==> src/pkg/egp_pkg.sv <==
// Constants shared by the eight-bit port block.
// Assumes a 32-bit Avalon-MM slave with byte addresses.
package egp_pkg;

  // ********************************
  // Geometry and register map
  // ********************************
  localparam int EGP_WIDTH = 8;
  localparam int EGP_ADDR_W = 4;
  localparam int EGP_DATA_W = 32;
  localparam logic [EGP_ADDR_W-1:0] EGP_OFS_LATCH = 4'h0;
  localparam logic [EGP_ADDR_W-1:0] EGP_OFS_DIR = 4'h4;
  localparam logic [EGP_ADDR_W-1:0] EGP_OFS_PINS = 4'h8;
  localparam int EGP_LANE0 = 0;

  // ********************************
  // Reset and readback values
  // ********************************
  localparam logic EGP_LATCH_RST = 1'b0;
  localparam logic EGP_DIR_RST = 1'b0;
  localparam logic EGP_WO_BIT = 1'b1;
  localparam logic EGP_DIR_IN = 1'b0;
  localparam logic EGP_DIR_OUT = 1'b1;
  localparam logic EGP_SYNC_RST = 1'b0;

  // ********************************
  // Bus handshake states
  // ********************************
  typedef enum logic [1:0] {
    EGP_ST_IDLE = 2'b01,
    EGP_ST_ACK = 2'b10
  } egp_bus_state_t;

endpackage

==> src/rtl/egp_sync.sv <==
// Two-flop synchroniser for the port pins.
// Assumes the pins are asynchronous to core_clk.
`timescale 1ns/1ps
`default_nettype none
module egp_sync
  import egp_pkg::*;
#(
  parameter int WIDTH = EGP_WIDTH
) (
  input wire logic core_clk,
  input wire logic rst_n,
  input wire logic [WIDTH-1:0] async_in,
  output var logic [WIDTH-1:0] sync_out
);

  // ********************************
  // Synchroniser stages
  // ********************************
  logic [WIDTH-1:0] meta_ff;

  // First stage feeds only the second stage
  always_ff @(posedge core_clk or negedge rst_n) begin
    if (!rst_n) begin
      meta_ff <= {WIDTH{EGP_SYNC_RST}};
      sync_out <= {WIDTH{EGP_SYNC_RST}};
    end else begin
      meta_ff <= async_in;
      sync_out <= meta_ff;
    end
  end

endmodule
`default_nettype wire

==> src/rtl/egp_bit_cell.sv <==
// One port bit: output latch, direction bit and read selection.
// Assumes write strobes are one-cycle pulses from the bus logic.
`timescale 1ns/1ps
`default_nettype none
module egp_bit_cell
  import egp_pkg::*;
(
  input wire logic core_clk,
  input wire logic rst_n,
  input wire logic wr_latch,
  input wire logic wr_dir,
  input wire logic wdata_bit,
  input wire logic pin_sync,
  output var logic pin_out,
  output var logic pin_oe,
  output logic rd_bit
);

  // ********************************
  // Storage
  // ********************************
  // Latch takes every write, whatever the direction
  always_ff @(posedge core_clk or negedge rst_n) begin
    if (!rst_n) begin
      pin_out <= EGP_LATCH_RST;
    end else if (wr_latch) begin
      pin_out <= wdata_bit;
    end
  end

  // Direction bit doubles as the pin driver enable
  always_ff @(posedge core_clk or negedge rst_n) begin
    if (!rst_n) begin
      pin_oe <= EGP_DIR_RST;
    end else if (wr_dir) begin
      pin_oe <= wdata_bit;
    end
  end

  // ********************************
  // Read selection
  // ********************************
  // Output bits show the latch, input bits the pin level
  assign rd_bit = (pin_oe == EGP_DIR_OUT) ? pin_out : pin_sync;

endmodule
`default_nettype wire

==> src/rtl/egp_port.sv <==
// Eight-bit general-purpose port with an Avalon-MM slave.
// Assumes core_clk at 25 MHz and pins driven from outside the chip.
//
// Implementation choices: the Avalon-MM interface to the registers and the placing of the registers.
`timescale 1ns/1ps
`default_nettype none
module egp_port
  import egp_pkg::*;
#(
  parameter int WIDTH = EGP_WIDTH
) (
  input wire logic core_clk,
  input wire logic rst_n,
  input wire logic [EGP_ADDR_W-1:0] avs_address,
  input wire logic avs_read,
  input wire logic avs_write,
  input wire logic [EGP_DATA_W-1:0] avs_writedata,
  input wire logic [3:0] avs_byteenable,
  output var logic [EGP_DATA_W-1:0] avs_readdata,
  output var logic avs_waitrequest,
  input wire logic [WIDTH-1:0] pin_in,
  output logic [WIDTH-1:0] pin_out,
  output logic [WIDTH-1:0] pin_oe
);

  // ********************************
  // Decode helper
  // ********************************
  // Used by both the read and the write path
  function automatic logic reg_hit(
    input logic [EGP_ADDR_W-1:0] addr,
    input logic [EGP_ADDR_W-1:0] ofs
  );
    reg_hit = (addr == ofs);
  endfunction

  // ********************************
  // Declarations
  // ********************************
  egp_bus_state_t state_ff;
  logic [WIDTH-1:0] pin_sync;
  logic [WIDTH-1:0] rd_bits;
  logic [WIDTH-1:0] nxt_rbyte;
  logic req;
  logic in_ack;
  logic wr_latch_en;
  logic wr_dir_en;
  logic lane0;

  assign req = avs_read | avs_write;
  assign in_ack = (state_ff == EGP_ST_ACK);
  assign lane0 = avs_byteenable[EGP_LANE0];

  // ********************************
  // Pin synchroniser
  // ********************************
  egp_sync #(
    .WIDTH(WIDTH)
  ) u_sync (
    .core_clk(core_clk),
    .rst_n(rst_n),
    .async_in(pin_in),
    .sync_out(pin_sync)
  );

  // ********************************
  // Bit cells
  // ********************************
  // Same index selects latch, direction and pin
  genvar gi;
  generate
    for (gi = 0; gi < WIDTH; gi++) begin : g_bit
      egp_bit_cell u_cell (
        .core_clk(core_clk),
        .rst_n(rst_n),
        .wr_latch(wr_latch_en),
        .wr_dir(wr_dir_en),
        .wdata_bit(avs_writedata[gi]),
        .pin_sync(pin_sync[gi]),
        .pin_out(pin_out[gi]),
        .pin_oe(pin_oe[gi]),
        .rd_bit(rd_bits[gi])
      );
    end
  endgenerate

  // ********************************
  // Bus handshake
  // ********************************
  // One wait cycle for every access keeps read data in a flop
  always_ff @(posedge core_clk or negedge rst_n) begin
    if (!rst_n) begin
      state_ff <= EGP_ST_IDLE;
    end else begin
      unique case (state_ff)
        EGP_ST_IDLE: begin
          if (req) begin
            state_ff <= EGP_ST_ACK;
          end
        end
        EGP_ST_ACK: begin
          state_ff <= EGP_ST_IDLE;
        end
        default: begin
          state_ff <= EGP_ST_IDLE;
        end
      endcase
    end
  end

  // Waitrequest stays high while idle, low only in the answer cycle
  always_ff @(posedge core_clk or negedge rst_n) begin
    if (!rst_n) begin
      avs_waitrequest <= 1'b1;
    end else begin
      avs_waitrequest <= !(state_ff == EGP_ST_IDLE && req);
    end
  end

  // ********************************
  // Write strobes
  // ********************************
  // Writes land on the edge where waitrequest is seen low
  assign wr_latch_en = in_ack && avs_write && lane0 &&
    reg_hit(avs_address, EGP_OFS_LATCH);
  assign wr_dir_en = in_ack && avs_write && lane0 &&
    reg_hit(avs_address, EGP_OFS_DIR);

  // ********************************
  // Read path
  // ********************************
  // Direction reads as ones, so a blind bit clear there flips inputs
  always_comb begin
    nxt_rbyte = '0;
    if (reg_hit(avs_address, EGP_OFS_LATCH)) begin
      nxt_rbyte = rd_bits;
    end else if (reg_hit(avs_address, EGP_OFS_DIR)) begin
      nxt_rbyte = {WIDTH{EGP_WO_BIT}};
    end else if (reg_hit(avs_address, EGP_OFS_PINS)) begin
      nxt_rbyte = pin_sync;
    end
  end

  // Read data captured as the answer cycle begins
  always_ff @(posedge core_clk or negedge rst_n) begin
    if (!rst_n) begin
      avs_readdata <= '0;
    end else if (state_ff == EGP_ST_IDLE && avs_read) begin
      avs_readdata <= {{(EGP_DATA_W-WIDTH){1'b0}}, nxt_rbyte};
    end
  end

  logic rd_take;
  assign rd_take = (state_ff == EGP_ST_IDLE) && avs_read;
endmodule
`default_nettype wire

==> config.mk <==
export PLATFORM = sky130hd
export DESIGN_NAME = egp_port
export DESIGN_NICKNAME = d
export VERILOG_FILES = /design/src/pkg/egp_pkg.sv /design/src/rtl/egp_sync.sv /design/src/rtl/egp_bit_cell.sv /design/src/rtl/egp_port.sv
export SDC_FILE = /design/constraint.sdc
export NUM_CORES = 1
export LEC_CHECK = 0
export ABC_AREA = 1
export BUFFER_PORTS_ARGS = -buffer_cell sky130_fd_sc_hd__buf_2
export CAP_MARGIN = 20
export CORE_MARGIN = 8
export CORE_UTILIZATION = 30
export CTS_BUF_LIST = sky130_fd_sc_hd__clkbuf_8 sky130_fd_sc_hd__clkbuf_16
export DETAILED_ROUTE_END_ITERATION = 6
export PLACE_DENSITY_LB_ADDON = 0.3
export SLEW_MARGIN = 20
export SYNTH_ARGS = -nofsm -noshare
export SYNTH_HDL_FRONTEND = slang
export SYNTH_HIERARCHICAL = 1
export SYNTH_SLANG_ARGS = --single-unit
==> constraint.sdc <==
create_clock -name core_clk -period 1.86 [get_ports core_clk]
set_input_delay 0.093 -clock core_clk [delete_from_list [all_inputs] [get_ports core_clk]]
set_output_delay 0.093 -clock core_clk [all_outputs]
set_load 0.02 [all_outputs]
==> run_results.csv <==
group,metric,value,unit
critical_path,reg2reg_to,"state_ff[0]",
clocking,insertion_delay,0.29,ns
clocking,clkTransAtPathRegs,0.08,ns
logic_synthesis,synth_top_area_share,50.2,%
critical_path,r2r_slack,0.47,ns
pwr,swShare,33.2,%
route,drt_pass1_iterations,4,
critical_path,cp-startpoint,"state_ff[0]",
clocking,ctsHtreeMaxLevel,2,
clocking,clock-sinks,43,
route,drt-total-wl,4.55,mm
logic_synthesis,yosysWarnings,6,
global_route,grt_max_degree,20,
placed_design,routabilityCongestion,0.718,
route,dr.first_iter.drc_count,62,
critical_path,critPathCapture,"state_ff[0]",
clocking,cts_tree,"yes",
timing,finalSetupTns,0,ns
pwr,clockPowerShare,27.7,%
global_route,grt_pass1_wl,7.84,mm
final_layout,area_growth,26.7,%
route,highest_layer,"met4",
route,vias_per_cell,4.00,
critical_path,startpoint_type,"flip-flop",
pwr,switching_power,0.858,mW
critical_path,reg2reg_depth,4,
timing,rsz0062_at_grt,"false",
clocking,numCtsBuffers,5,
critical_path,r2r-start,"state_ff[0]",
global_route,track_usage,10.0,%
timing,min_period,1.39,ns
global_route,antenna_found_initial,0,
critical_path,worstPathArrival,1.61,ns
timing,period_share,74.9,%
route,wl_met3,361,um
hold_path,worstHoldStart,"avs_writedata[7]",
outcome,run_status,"finished, final reports clean",
route,m1WireLength,1.88,mm
clocking,cts_max_path_buffers,2,
logic_synthesis,synth.avg_cell_area,7.99,sq um
die,core_area,6680,sq um
die,die_area,9720,sq um
critical_path,crit_path_max_fanout,2,
timing,hold_violations,0,
route,route.detailed.drc,0,
die,num_rows,30,
route,vias,1650,
logic_synthesis,synth_area,2050,sq um
placed_design,dpl.cell_count,390,
global_route,grt_pass1_vias,1791,
timing,setup_violations,0,
pwr,seqPwrFrac,45.7,%
final_layout,final_area,2590,sq um
die,initial_utilization,30.6,%
logic_synthesis,syn_inst,256,
timing,slew_viol_final,0,
die,die_w,98.6,um
timing,skew,0.00806,ns
die,dieHeight,98.6,um
global_route,grt_overflow,0,
pwr,p_leak,1.51,nW
pwr,worst_ir_drop_vdd,0.516,mV
final_layout,final_nets,383,
logic_synthesis,ys_ff_latch,43,
placed_design,dp_hpwl,3.48,mm
logic_synthesis,ys_types,14,
logic_synthesis,ys_top_cells_by_area,"dfrtp_1 50%, nand2_1 21%, buf_4 8.8%",
logic_synthesis,yosys.area.top_type,"dfrtp_1",
final_layout,drive_gt1_share,22.0,%
die,io_pins,101,
critical_path,crit_type,"reg -> reg",
clocking,root_buffer,"clkbuf_8",
placed_design,portBuffers,49,
final_layout,final_cells,412,
route,dr_wl_met2,2.24,mm
pwr,power.density,998,nW/um^2
pwr,intPower,1.73,mW
hold_path,hold_class,"in -> reg",
route,wl_per_cell,11.0,um
clocking,post_cts_resized,0,
final_layout,antenna_cells,0,
run,maxCapViolations,0,
pwr,combPwrFrac,26.6,%
placed_design,placed_cell_area,2340,sq um
logic_synthesis,synth_seq_area_share,52.7,%
critical_path,cp-end-kind,"flip-flop",
critical_path,required,2.08,ns
final_layout,fillerInstances,694,
timing,fmax,717,MHz
route,antenna_left,0,
metal layers:
metal | up-vias | GRT usage, %
met2 | 53 | 17.5
met1 | 743 | 10.6
li1 | 847 | -
met3 | 7 | 4.02
met4 | 0 | 3.66
met5 | - | 0
cell type report:
cell class / count / area [sq um] / share of cell area (%)
inverters: 46 / 173 / 6.66
repair buffers: 70 / 438 / 16.9
clock buffers: 5 / 68.8 / 2.66
clock inverters: 3 / 43.8 / 1.69
flip-flops and latches: 43 / 1080 / 41.6
well taps: 80 / 100 / 3.86
multi-input cells: 165 / 689 / 26.6
what timing repair did:
action	CTS	global route
endpoints found under the hold margin	29	1
buffers inserted	0	0
hold buffers	13	1
cells in the final DEF, fill, tap and decap left out:
master,count
buf_2,49
inv_1,46
clkinv_4,1
buf_4,7
dfrtp_1,41
nand2_2,1
clkbuf_8,5
nand2_1,114
dlygate4sd3_1,14
dfstp_2,2
nor2_4,4
nor2_1,2
clkinv_2,1
nand3_2,1
bufinv_16,1
o21ai_0,2
nand3_1,16
nor3b_2,1
conb_1,24
synthesized netlist by cell type (all sizes together):
| cell | instances |
|---|---|
| nor3b | 1 |
| o21ai | 2 |
| conb | 1 |
| nor2 | 6 |
| dfstp | 2 |
| dfrtp | 41 |
| inv | 46 |
| buf | 25 |
| nand3 | 17 |
| nand2 | 115 |
worst max-delay path, stage by stage, from the launching register on:
cell	delay, ns
dfstp_2	0.54
nand2_1	0.10
inv_1	0.08
o21ai_0	0.06
dlygate4sd3_1	0.55
stage by stage:
stage	util, %	hold slack, ns	total power [mW]	setup slack (ns)
2_1_floorplan	-	-0.203	1.66	0.475
3_3_place_gp	35.0	0.0471	1.86	0.558
3_5_place_dp	35.0	0.0531	1.87	0.546
4_1_cts	38.6	0.00214	2.62	0.451
5_1_grt	38.8	0.00648	2.76	0.383
6_report	38.8	0.0107	2.59	0.466
worst min path at each step:
stage	end	slack, ns	cells past startpoint
CTS	g_bit[7].u_cell/pin_oe	0.002	3
global placement	u_sync/meta_ff[4]	0.05	1
floorplan	avs_readdata[0]	-0.20	0
global route	g_bit[7].u_cell/pin_oe	0.006	3
detailed placement	u_sync/meta_ff[4]	0.05	1
finish	g_bit[7].u_cell/pin_oe	0.01	3
flip-flops by register name, summed over array words and instances, names as in the netlist:
| register | count |
|---|---|
| g_bit.u_cell/pin_oe | 8 |
| g_bit.u_cell/pin_out | 8 |
| state_ff | 2 |
| u_sync/meta_ff | 8 |
| avs_waitrequest | 1 |
| avs_readdata | 8 |
| u_sync/sync_out | 8 |
power by group through the flow:
stage / registers (mW) / clock network [mW] / logic (mW)
global placement: 1.20 / 0 / 0.656
global route: 1.21 / 0.775 / 0.779
detailed placement: 1.21 / 0 / 0.667
floorplan: 1.34 / 0 / 0.320
finish: 1.18 / 0.715 / 0.688
CTS: 1.19 / 0.736 / 0.701
logic make-up (layout without fill, tap and decap cells):
logic type	after synthesis	count (layout)	synth area share, %
buffers and inverters	71	124	17.8
AOI/OAI and AO/OA	2	2	0.489
DFF	43	43	52.7
and+or+nand+nor	139	139	28.8
other	1	24	0.183
Power figures use the tool's default switching activity.
